**src/gpio_pkg.sv**
```systemverilog
package gpio_pkg;
	localparam int           NUM_PINS        = 4;
	localparam int           MODE_W          = 2;
	localparam logic [11:0]  OFS_MODE        = 12'h214;
	localparam logic [11:0]  OFS_LEVEL       = 12'h218;
	localparam logic [11:0]  OFS_OUT         = 12'h21c;
	localparam logic [11:0]  OFS_IRQ_STATUS  = 12'h300;
	localparam logic [11:0]  OFS_IRQ_MASK    = 12'h304;
	localparam logic [31:0]  RESET_WORD      = 32'h00000000;
	localparam logic [1:0]   MSI_VEC_W_DUMMY = 2'h0;

	// Pin modes.
	typedef enum logic [1:0] {
		MODE_INPUT = 2'b00,
		MODE_PUSH  = 2'b01,
		MODE_DRAIN = 2'b10,
		MODE_IRQ   = 2'b11
	} pin_mode_type;

	// Register bus request.
	typedef struct packed {
		logic [11:0] addr;
		logic [31:0] wdata;
		logic        wr;
		logic        rd;
	} bus_req_type;

	// Pin drive bundle.
	typedef struct packed {
		logic [NUM_PINS-1:0] out;
		logic [NUM_PINS-1:0] oe;
	} pin_drive_type;

	// Message interrupt request.
	typedef struct packed {
		logic       valid;
		logic [1:0] vector;
	} msi_req_type;
endpackage

```
**src/pin_sync.sv**
```systemverilog
`timescale 1ns/10ps
// Two-flop synchroniser with falling edge detection on the second stage.
module pin_sync #(
	parameter int WIDTH = 4
) (
	input  wire logic             clk,   // Core clock.
	input  wire logic             reset, // Synchronous reset.
	input  wire logic [WIDTH-1:0] din,   // Raw pins.
	output logic      [WIDTH-1:0] level, // Synchronised level.
	output logic      [WIDTH-1:0] fall   // One-cycle falling pulse.
);
	typedef struct packed {
		logic [WIDTH-1:0] s1;
		logic [WIDTH-1:0] s2;
		logic [WIDTH-1:0] s3;
	} sync_state_type;

	sync_state_type st_r;
	sync_state_type st_nxt;

	// Only the second and third stages feed the edge compare; the first is read by s2 alone.
	always_comb begin
		st_nxt    = st_r;
		st_nxt.s1 = din;
		st_nxt.s2 = st_r.s1;
		st_nxt.s3 = st_r.s2;
	end

	always_ff @(posedge clk) begin
		if (reset) begin
			st_r <= '0;
		end else begin
			st_r <= st_nxt;
		end
	end

	assign level = st_r.s2;
	assign fall  = st_r.s3 & ~st_r.s2;
endmodule

```
**src/gpio_port.sv**
```systemverilog
`timescale 1ns/10ps
// Four-pin general-purpose port with per-pin modes and message interrupts.
module gpio_port
	import gpio_pkg::*;
(
	input  wire logic                          clk,       // Core clock, 100 MHz.
	input  wire logic                          reset,     // Synchronous, active high.
	input  wire gpio_pkg::bus_req_type         bus,       // Register request.
	output logic [31:0]                        rdata,     // Read data, cycle after read.
	input  wire logic [gpio_pkg::NUM_PINS-1:0] pin_in,    // Pin levels.
	output gpio_pkg::pin_drive_type            pin_drv,   // Pin drive and enable.
	output gpio_pkg::msi_req_type              msi,       // Interrupt message request.
	input  wire logic                          msi_ready, // Message accepted.
	output logic                               irq        // Level interrupt.
);
	import gpio_pkg::*;

	typedef struct packed {
		logic [NUM_PINS*MODE_W-1:0] mode;
		logic [NUM_PINS-1:0]        outv;
		logic [NUM_PINS-1:0]        status;
		logic [NUM_PINS-1:0]        mask;
		logic [NUM_PINS-1:0]        pend;
		logic [31:0]                rdata;
		pin_drive_type              drv;
		msi_req_type                msi;
	} port_state_type;

	port_state_type st_r;
	port_state_type st_nxt;

	logic [NUM_PINS-1:0] level;
	logic [NUM_PINS-1:0] fall;
	logic [NUM_PINS-1:0] is_irq;

	// Mode of one pin out of the packed field.
	function automatic pin_mode_type mode_of(input logic [NUM_PINS*MODE_W-1:0] m,
		input int idx);
		return pin_mode_type'(m[idx*MODE_W +: MODE_W]);
	endfunction

	pin_sync #(.WIDTH(NUM_PINS)) u_sync (
		.clk   (clk),
		.reset (reset),
		.din   (pin_in),
		.level (level),
		.fall  (fall)
	);

	////////////////////////////////////////////////////////////////////////////////
	// Pin interrupt qualification per pin.
	genvar g;
	generate
		for (g = 0; g < NUM_PINS; g++) begin : g_pin
			assign is_irq[g] = (mode_of(st_r.mode, g) == MODE_IRQ);
		end
	endgenerate

	////////////////////////////////////////////////////////////////////////////////
	// Next state: registers, pin drive, pending messages and read data.
	always_comb begin
		logic [NUM_PINS-1:0] pend_v;
		logic                found;
		pend_v = '0;
		found  = 1'b0;
		st_nxt = st_r;
		st_nxt.rdata = '0;

		// Register writes; the level register ignores writes.
		if (bus.wr) begin
			case (bus.addr)
				OFS_MODE:       st_nxt.mode = bus.wdata[NUM_PINS*MODE_W-1:0];
				OFS_OUT:        st_nxt.outv = bus.wdata[NUM_PINS-1:0];
				OFS_IRQ_MASK:   st_nxt.mask = bus.wdata[NUM_PINS-1:0];
				OFS_IRQ_STATUS: st_nxt.status = st_r.status & ~bus.wdata[NUM_PINS-1:0];
				default:        st_nxt.mode = st_r.mode;
			endcase
		end

		// New edges set status and pending after the clear, so a set wins.
		st_nxt.status = st_nxt.status | (fall & is_irq);
		pend_v = st_r.pend | (fall & is_irq);

		// Issue one message at a time, lowest pin first; vector equals pin number.
		if (st_r.msi.valid && msi_ready) begin
			st_nxt.msi.valid = 1'b0;
		end
		if (!st_nxt.msi.valid) begin
			for (int i = 0; i < NUM_PINS; i++) begin
				if (pend_v[i] && !found) begin
					found            = 1'b1;
					pend_v[i]        = 1'b0;
					st_nxt.msi.valid = 1'b1;
					st_nxt.msi.vector = 2'(i);
				end
			end
		end
		st_nxt.pend = pend_v;

		// Pin drive from the updated mode and value.
		for (int i = 0; i < NUM_PINS; i++) begin
			case (mode_of(st_nxt.mode, i))
				MODE_PUSH: begin
					st_nxt.drv.oe[i]  = 1'b1;
					st_nxt.drv.out[i] = st_nxt.outv[i];
				end
				MODE_DRAIN: begin
					st_nxt.drv.oe[i]  = ~st_nxt.outv[i];
					st_nxt.drv.out[i] = 1'b0;
				end
				default: begin
					st_nxt.drv.oe[i]  = 1'b0;
					st_nxt.drv.out[i] = 1'b0;
				end
			endcase
		end

		// Read data for the next cycle; unmapped reads return zero.
		if (bus.rd) begin
			case (bus.addr)
				OFS_MODE:       st_nxt.rdata = 32'(st_r.mode);
				OFS_LEVEL:      st_nxt.rdata = 32'(level);
				OFS_OUT:        st_nxt.rdata = 32'(st_r.outv);
				OFS_IRQ_STATUS: st_nxt.rdata = 32'(st_r.status);
				OFS_IRQ_MASK:   st_nxt.rdata = 32'(st_r.mask);
				default:        st_nxt.rdata = RESET_WORD;
			endcase
		end
	end

	always_ff @(posedge clk) begin
		if (reset) begin
			st_r <= '0;
		end else begin
			st_r <= st_nxt;
		end
	end

	assign rdata   = st_r.rdata;
	assign pin_drv = st_r.drv;
	assign msi     = st_r.msi;
	assign irq     = |(st_r.status & st_r.mask);

	////////////////////////////////////////////////////////////////////////////////
	// Checks.
	a_drain_never_high: assert property (@(posedge clk) disable iff (reset)
		!(pin_drv.oe[0] && pin_drv.out[0] && mode_of(st_r.mode, 0) == MODE_DRAIN))
		else $error("open drain pin driven high");
	a_push_drives_value: assert property (@(posedge clk) disable iff (reset)
		(mode_of(st_r.mode, 1) == MODE_PUSH) |->
		(pin_drv.oe[1] && pin_drv.out[1] == st_r.outv[1]))
		else $error("push pull pin not following value");
	a_input_not_driven: assert property (@(posedge clk) disable iff (reset)
		(mode_of(st_r.mode, 2) == MODE_INPUT) |-> !pin_drv.oe[2])
		else $error("input pin driven");
	a_level_read_zero: assert property (@(posedge clk) disable iff (reset)
		(bus.rd && bus.addr == OFS_LEVEL) |=>
		(rdata[31:NUM_PINS] == '0 && rdata[NUM_PINS-1:0] == $past(level)))
		else $error("level read wrong");
	a_edge_sets_status: assert property (@(posedge clk) disable iff (reset)
		(fall[3] && is_irq[3]) |=> st_r.status[3])
		else $error("falling edge lost");
	a_no_irq_in_input: assert property (@(posedge clk) disable iff (reset)
		(!is_irq[0] && !st_r.pend[0] && !(msi.valid && msi.vector == 2'h0)) |=>
		!(msi.valid && $rose(msi.valid) && msi.vector == 2'h0))
		else $error("message from non interrupt pin");
	a_msi_holds: assert property (@(posedge clk) disable iff (reset)
		(msi.valid && !msi_ready) |=> (msi.valid && $stable(msi.vector)))
		else $error("message dropped before accept");
	// A status bit only drops through a write of one to it; anything else that
	// cleared it would lose an event before software had seen it.
	a_status_sticky: assert property (@(posedge clk) disable iff (reset)
		!(bus.wr && bus.addr == OFS_IRQ_STATUS) |=>
		((st_r.status & $past(st_r.status)) == $past(st_r.status)))
		else $error("status bit lost without clear");
	// Read data stand for one cycle only, so an idle bus shows zero.
	a_rdata_idle_zero: assert property (@(posedge clk) disable iff (reset)
		!bus.rd |=> (rdata == '0))
		else $error("read data outside read cycle");

	////////////////////////////////////////////////////////////////////////////////
	// Per-pin checks; each pin carries the same guards, so a slip in the index
	// arithmetic of one mode field shows up on that pin alone.
	generate
		for (g = 0; g < NUM_PINS; g++) begin : g_pin_chk
			// A released open-drain pin is left to the pull-up, never driven.
			a_drain_release: assert property (@(posedge clk) disable iff (reset)
				(mode_of(st_r.mode, g) == MODE_DRAIN && st_r.outv[g]) |->
				!pin_drv.oe[g])
				else $error("open drain pin not released");
			// A low value on an open-drain pin pulls it down actively.
			a_drain_pulls_low: assert property (@(posedge clk) disable iff (reset)
				(mode_of(st_r.mode, g) == MODE_DRAIN && !st_r.outv[g]) |->
				(pin_drv.oe[g] && !pin_drv.out[g]))
				else $error("open drain pin not pulled low");
			// Interrupt pins are inputs and must never drive.
			a_irq_pin_input: assert property (@(posedge clk) disable iff (reset)
				(mode_of(st_r.mode, g) == MODE_IRQ) |-> !pin_drv.oe[g])
				else $error("interrupt pin driven");
			// A synchronised falling edge on an interrupt pin sets its status bit at the next edge.
			a_fall_sets_bit: assert property (@(posedge clk) disable iff (reset)
				(fall[g] && is_irq[g]) |=> st_r.status[g])
				else $error("falling edge did not set status");
			// Without a falling edge a clear status bit stays clear.
			a_no_rise_set: assert property (@(posedge clk) disable iff (reset)
				(!fall[g] && !st_r.status[g]) |=> !st_r.status[g])
				else $error("status set without falling edge");
		end
	endgenerate

	////////////////////////////////////////////////////////////////////////////////
	// Coverage of the main scenarios.
	c_msi_sent: cover property (@(posedge clk) msi.valid && msi_ready);
	c_drain_low: cover property (@(posedge clk)
		pin_drv.oe[0] && mode_of(st_r.mode, 0) == MODE_DRAIN);
	c_irq_up: cover property (@(posedge clk) $rose(irq));
	// A clear and a new edge in one cycle: the set has to win.
	c_set_beats_clear: cover property (@(posedge clk) fall[3] && is_irq[3] && bus.wr
		&& bus.addr == OFS_IRQ_STATUS && bus.wdata[3]);
	// Two messages with no idle cycle between them.
	c_msi_back_to_back: cover property (@(posedge clk)
		(msi.valid && msi_ready) ##1 msi.valid);
endmodule

```
**config.mk**
```make
export PLATFORM = sky130hd
export DESIGN_NAME = gpio_port
export DESIGN_NICKNAME = d
export VERILOG_FILES = /design/src/gpio_pkg.sv /design/src/pin_sync.sv /design/src/gpio_port.sv
export SDC_FILE = /design/constraint.sdc
export NUM_CORES = 1
export LEC_CHECK = 0
export BUFFER_PORTS_ARGS = -buffer_cell sky130_fd_sc_hd__buf_2
export CAP_MARGIN = 20
export CELL_PAD_IN_SITES_DETAIL_PLACEMENT = 0
export CELL_PAD_IN_SITES_GLOBAL_PLACEMENT = 1
export CORE_AREA = 2 2 99 101
export DETAILED_ROUTE_END_ITERATION = 7
export DIE_AREA = 0 0 101 103
export PLACE_DENSITY_LB_ADDON = 0.1
export SETUP_SLACK_MARGIN = 0.15
export SLEW_MARGIN = 20
export SYNTH_ARGS = -nofsm -noshare
export SYNTH_HDL_FRONTEND = slang
export SYNTH_HIERARCHICAL = 1
export SYNTH_SLANG_ARGS = --single-unit
export TNS_END_PERCENT = 10
```
**constraint.sdc**
```tcl
create_clock -name clk -period 6.1 [get_ports clk]
set_clock_uncertainty 0.05 [all_clocks]
set_input_delay 1.22 -clock clk [delete_from_list [all_inputs] [get_ports clk]]
set_output_delay 1.22 -clock clk [all_outputs]
set_load 0.005 [all_outputs]
```
# Word level (Yosys, flattened, before mapping)
# Index checks and enable logic that the tools add are counted.
totals:
  in_bits: 53
  ff_bits: 79
  word_cells: 95
  out_inout_bits: 44
op_classes:
  eq_ne: 17
  bitwise_logic: 18
  muxes: 26
  reduce_logical: 17
ops:
  columns: ["op", "count"]
  rows:
  - ["12-bit by 10-bit equality test with 1-bit output, second input constant", 5]
  - ["8-bit case mux with 5 select lines", 1]
  - ["20-bit 2-to-1 mux", 1]
  - ["4-bit AND", 4]
  - ["2-bit equality test, second input constant", 8]
  - ["4-bit 2-to-1 mux", 4]
  - ["3-bit 2-to-1 mux", 5]
  - ["2-bit OR reduction", 6]
  - ["1-bit 2-to-1 mux", 10]
  - ["1-bit inverter", 10]
  - ["2-bit by 1-bit equality test with 1-bit output, second input constant", 4]
  - ["8-bit 2-to-1 mux", 1]
  - ["4-bit inverter", 2]
  - ["4-bit OR", 2]
  - ["1-bit case mux with 2 select lines", 4]
  - ["1-bit logical AND", 4]
  - ["2-bit AND reduction", 2]
  - ["4-bit nonzero test", 1]
  - ["4-bit OR reduction", 1]
  - ["1-bit zero test", 3]

# Depth between registers and ports, before layout
# Gate-level depths: netlist of the first run.
logic_depth:
  ltp_word: 18
  ltp_mapped: 9

# Hierarchy
# The synthesis of the first run kept the hierarchy.
by_module_without_submodules:
  columns: ["mod", "cells_each", "instances", "seq_area_each_um2", "area_per_inst_um2"]
  rows:
  - ["gpio_port", 243, 1, 860.8, 2326.0]
  - ["pin_sync", 33, 1, 240.2, 421.7]

# Worst setup path after synthesis of the first run
# OpenSTA, ideal clock, no wires.
synth_timing:
  path_kind: "input-to-reg"
  from: "in bus[39] (netlist bit)"
  to: "reg st_r (netlist bit pin_drv[3])"
  path_buffers: 0
  arrival_ps: 3079
  path_stages: 8
  slack_ps: 2852
  required_ps: 5930
  path_cell_list: "nor4b_2 nand4_2 mux2i_1 inv_1 ha_1 nor2_1 and4b_1 a211o_1"
synth_rtl:
  columns: ["item", "line", "source"]
  rows:
  - ["start, declared", "gpio_port.sv:8", "input wire gpio_pkg::bus_req_type bus,"]
  - ["end signal, assigned", "gpio_port.sv:135", "st_r <= st_nxt;"]
  - ["end, declared", "gpio_port.sv:29", "port_state_type st_r;"]

==> results of run 1 <==
## power by group
part	internal (mW)	total, mW	leakage (nW)	switching [mW]
Sequential	0.362	0.363	0.445	0.00111
Clock	0.0825	0.211	0.0443	0.128
Combinational	0.0138	0.0357	0.944	0.0219
Total	0.458	0.609	1.43	0.151
## layer usage
layer,GRT usage (%),wire length [um],up-vias
met5,0,0,-
met2,17.9,2610,58
met4,3.12,50,0
met3,3.05,329,4
met1,16.0,2890,845
li1,-,-,945
## path summary, 6_finish.rpt
kind                            slack (ns)              end              from  cells past startpoint
worst max-delay path                  2.66       pin_drv[3]           bus[35]                      9
worst min register to register        0.40  u_sync/level[2]  u_sync/st_nxt[6]                      1
worst min-delay path                  0.40  u_sync/level[2]  u_sync/st_nxt[6]                      1
worst max register to register        4.37       pin_drv[3]          st_r[65]                      6
## kinds of logic after synthesis
kind of cell	Yosys count	share of synthesized area [%]
AND/OR/NAND/NOR	88	22.4
multiplexers	20	7.47
flip-flops	55	40.1
buffers and inverters	65	15.9
AO/OA/AOI/OAI	39	10.4
other	1	0.136
adder cells (fa/ha/maj)	8	3.64
## registers in the layout, indices dropped and copies added, names as in the netlist
register,flops
pin_drv,8
u_sync/level,4
st_r,24
msi,3
u_sync/st_r,4
rdata,8
u_sync/st_nxt,4
## cells in the mapped netlist, types with 7 or more instances
cell type and n:
ha_1 8, dfxtp_1 55, a31oi_1 8, buf_4 47
a21oi_1 7, nor2_1 23, mux2i_1 16, nand2_1 8
nor2b_2 8, inv_1 9
## layout make-up
| type | instances | area (um2) |
|---|---|---|
| inverter | 9 | 33.8 |
| timing repair buffer | 49 | 248 |
| tap | 114 | 143 |
| sequential | 55 | 1100 |
| multi-input combinational | 179 | 1290 |
| clock inverter | 3 | 25.0 |
| clock buffer | 5 | 68.8 |
| fill | 1036 | 6550 |
## through the flow
stage | instances | setup slack [ns] | hold slack, ns | area (um2)
detailed placement | 406 | 2.27 | 0.371 | 2820
global placement | 406 | 2.32 | 0.370 | 2820
floorplan | 299 | 2.85 | 0.365 | 2830
CTS | 414 | 2.60 | 0.404 | 2910
global route | 414 | 2.47 | 0.415 | 2910
finish | 414 | 2.66 | 0.401 | 2910
## worst max-delay path, delay by kind of cell
family	cells	cell delay (ns)
AOI/OAI and AO/OA	1	0.29
adders and majority gates	1	0.28
buffers and inverters	2	0.19
muxes	1	0.38
and+or+nand+nor	4	1.22
==> out/results.txt, run 1 <==
Critical-path cell list -> buf_2 -> nor4b_4 -> nand4_2 -> mux2i_1 -> inv_1 -> ha_1 -> nor2_1 -> and4b_1 -> a211o_1
Critical path launch point type -> input pin
Post-synth EDFFs -> 0
Post-DR wirelength/cell -> 14.2 um
Die Ht -> 103 um
Required time of the critical path -> 6.25 ns
Leading post-synthesis cells by cell area -> dfxtp_1 40%, buf_4 13%, mux2i_1 5.8%
DRC Markers -> 0
Leakage -> 1.43 nW
Synth Instances -> 276
Clock tree buffer depth -> 2
Worst-Margin Slew -> 0.715 ns
Tcrit/Tclk final -> 56.4%
Final RePlAce weighted congestion -> 0.699
Post-CTS Setup Inserts -> 0
Total GRT Usage -> 11.6%
Finished Core Util -> 30.8%
Global-route wire length before repair -> 9160 um
Total power -> 0.609 mW
Final hold vios -> 0
Synth area leader -> dfxtp_1
Async set-reset flop share out of synthesis -> 0%
Synth warn -> 6
Vias in the first global route -> 1,669
Crit-path max FO -> 8
Seq/Total Area, Yosys -> 40.1%
Commonest non-fill, non-tap cell in the layout -> dfxtp_1
Worst VDD drop -> 0.000105 V
Synth Register Bits -> 55
Unrepaired setup endpoints after global routing -> no
CTS Root Cell -> clkbuf_8
Commonest cells after routing, fill and taps aside -> 55 x dfxtp_1, 48 x buf_2, 24 x conb_1
Syn_area_per_cell -> 9.96 um2
Endpoint class of the critical path -> register
Count of final max-slew check failures -> 0
Crit path DAT -> 3.59 ns
Share of cells above drive strength 1 -> 27.3%
Fin Setup TNS -> 0 ns
Clk_lat worst skew -> 0.31 ns
Area Overhead vs Synth -> 6.06%
Resize count post-CTS -> 0
TritonCTS Sinks -> 55
Port-buffer cells -> 48
IO Pins -> 97
Detailed Route WL -> 5880 um
Final setup fails -> 0
H-tree levels -> 2
Die area -> 10,400 um2
Placed wire-length estimate -> 4380 um
Max-slew headroom -> 52.3%
Run status -> completed
Main synth FF type -> dfxtp_1
Nets -> 360
F_max -> 291 MHz
Top cell type's share of synthesized area -> 40.1%
Antenna-violating nets left -> 0
HP Class -> reg -> reg
Iteration-0 DRC Markers -> 61
DR vias -> 1,852
Worst-path clk slew -> 0.11 ns
Critical Path Slowest Stage Cell -> nor4b_4
Initial Util -> 29.0%
Post-CTS Hold Buffers -> 0
Initial antenna violation count -> 0
Core area -> 9460 um2
Peak per-stage delay on the critical path -> 0.48 ns
PD cells -> 209 nW/um2
TritonCTS clock tree -> yes
Largest net degree at the start of global routing -> 31
ANT cells -> 0
Remaining Overflow, GRT -> 0
WS Path Type -> in -> reg
Post-Syn Area -> 2750 um2
Synth cell types -> 42
Site Rows -> 36
CTS Buf Count -> 5
Via density -> 4.47
Max-capacitance violation count -> 0
Drt first pass iters -> 4
Min Tclk post-route -> 3.44 ns
Die W -> 101 um
(Power assumes the default switching activity.)
==> inputs of run 2 (changes only) <==
clock period = 3.3 ns   (was 6.1 ns; I/O delays follow)
==> out/results.txt, run 2 (synthesis results as in run 1) <==
Largest net degree at the start of global routing -> 29 (-6.5%)
Unrepaired setup endpoints after global routing -> no
TritonCTS clock tree -> yes
Met1 Track Usage GR -> 16.3% (+0.31 points)
Critical path launch point type -> input pin
Final setup fails -> 0 (unchanged)
Vias in the first global route -> 1,728 (+3.5%)
Nets -> 363 (+0.83%)
TritonCTS Sinks -> 55 (unchanged)
Crit-path max FO -> 10 (+2)
Path depth of the worst reg2reg path -> 6 (unchanged)
Min Tclk post-route -> 2.69 ns
Total GRT Usage -> 11.7% (+0.17 points)
GRT met3 Usage -> 2.64% (-0.41 points)
Count of final max-slew check failures -> 0 (unchanged)
Endpoint class of the critical path -> register
Max-capacitance violation count -> 0 (unchanged)
Met2 usage -> 18.3% (+0.36 points)
Required time of the critical path -> 3.45 ns (-2.80 ns)
Resize count post-CTS -> 0 (unchanged)
Share of cells above drive strength 1 -> 28.1% (+0.72 points)
Final RePlAce weighted congestion -> 0.733 (+4.9%)
Initial Util -> 29.0% (unchanged)
Port-buffer cells -> 48 (unchanged)
Footprint of the multi-input gates -> 1290 um2 (unchanged)
Post-CTS Hold Buffers -> 0 (unchanged)
Area Overhead vs Synth -> 7.56%
Commonest cells after routing, fill and taps aside -> 55 x dfxtp_1, 48 x buf_2, 24 x conb_1
Worst VDD drop -> 0.000171 V (+64%)
Run status -> completed
Hold Path Depth -> 1 (unchanged)
GR peak layer -> met2
Core area -> 9460 um2 (unchanged)
Largest register FFs -> 24 (unchanged)
Worst-path clk slew -> 0.10 ns (about the same)
Drt first pass iters -> 4 (unchanged)
Detailed Route WL -> 5840 um (-0.68%)
Global-route wire length before repair -> 9310 um (+1.7%)
Post-DR wirelength/cell -> 14.0 um (-1.4%)
Commonest non-fill, non-tap cell in the layout -> dfxtp_1
CTS Root Cell -> clkbuf_8
Site Rows -> 36 (unchanged)
Final hold vios -> 0 (unchanged)
Die W -> 101 um (unchanged)
Post-CTS Setup Inserts -> 0 (unchanged)
Crit path DAT -> 2.84 ns (-0.75 ns)
H-tree levels -> 2 (unchanged)
Die area -> 10,400 um2 (unchanged)
Tcrit/Tclk final -> 81.5%
HP Class -> reg -> reg
Max-slew headroom -> 62.8% (+10 points)
Via density -> 4.56 (+1.9%)
WS Path Type -> in -> reg
Total power -> 1.19 mW (+96%)
Placed wire-length estimate -> 4440 um (+1.3%)
Final Instance Area -> 2960 um2 (+1.4%)
Die Ht -> 103 um (unchanged)
Iteration-0 DRC Markers -> 73 (+20%)
FF+latch area -> 1100 um2 (unchanged)
Remaining Overflow, GRT -> 0 (unchanged)
IO Pins -> 97 (unchanged)
Placed cell area -> 2840 um2 (+0.80%)
PD cells -> 404 nW/um2 (+93%)
Fin Setup TNS -> 0 ns (unchanged)
Worst-Margin Slew -> 0.555 ns (-0.160 ns)
Reg with most FFs -> st_r
DR vias -> 1,900 (+2.6%)
Clock tree buffer depth -> 2 (unchanged)
Clk_lat worst skew -> 0.31 ns (about the same)
Leakage -> 1.46 nW (+2.0%)
Fill cells -> 993 (-4.2%)
Antenna-violating nets left -> 0 (unchanged)
F_max -> 372 MHz
ANT cells -> 0 (unchanged)
Initial antenna violation count -> 0 (unchanged)
DRC Markers -> 0 (unchanged)
CTS Buf Count -> 5 (unchanged)
==> run 2: changes by cell type in the layout (fill, tap and decap cells not counted) <==
cell | previous run | this run
clkinv_2 | 0 | 1
clkinv_4 | 2 | 1
clkinvlp_4 | 1 | 0
buf_4 | 1 | 4
bufinv_16 | 0 | 1
==> run 2: final timing paths <==
kind                          end             start  slack, ns
hold reg to reg   u_sync/level[0]  u_sync/st_nxt[4]       0.40
hold / removal    u_sync/level[0]  u_sync/st_nxt[4]       0.40
setup / recovery       pin_drv[3]           bus[36]       0.61
setup reg to reg       pin_drv[3]          st_r[65]       1.59
==> run 2: metal layers <==
metal,vias to the layer above,wire (um)
li1,958,-
met1,879,2830
met2,57,2650
met3,6,289
met4,0,76
met5,-,0
==> run 2: cell type report <==
cell class / count / area share (%)
Multi-Input combinational cell: 179 / 43.8
Sequential cell: 55 / 37.3
Timing Repair Buffer: 52 / 9.14
Tap cell: 114 / 4.83
Clock buffer: 5 / 2.33
Clock inverter: 3 / 1.48
Inverter: 9 / 1.14
==> run 2: worst max-delay path, cell delays in order <==
cell and delay (ns):
buf_2 0.19, and4bb_2 0.31, nand4_2 0.36, mux2i_1 0.38, inv_1 0.07, ha_1 0.27, nor2_1 0.06, and4b_1 0.24
a211o_1 0.29
==> run 2: stage by stage <==
step                      hold slack [ns]  instances  utilization [%]  setup WS [ns]
after floorplan                     0.365        299                -          0.612
after global placement              0.371        409             30.1          0.293
after detailed placement            0.371        409             30.1          0.279
after CTS                           0.401        417             31.2          0.609
after global routing                0.410        417             31.2          0.471
final                               0.398        417             31.2          0.609
==> run 2: where the power goes <==
part           leakage (nW)  internal, mW  total, mW  switching (mW)
Clock                0.0581         0.226      0.454           0.228
Sequential            0.445         0.669      0.671         0.00197
Combinational         0.960        0.0270     0.0680          0.0410
Total                  1.46         0.923       1.19           0.271
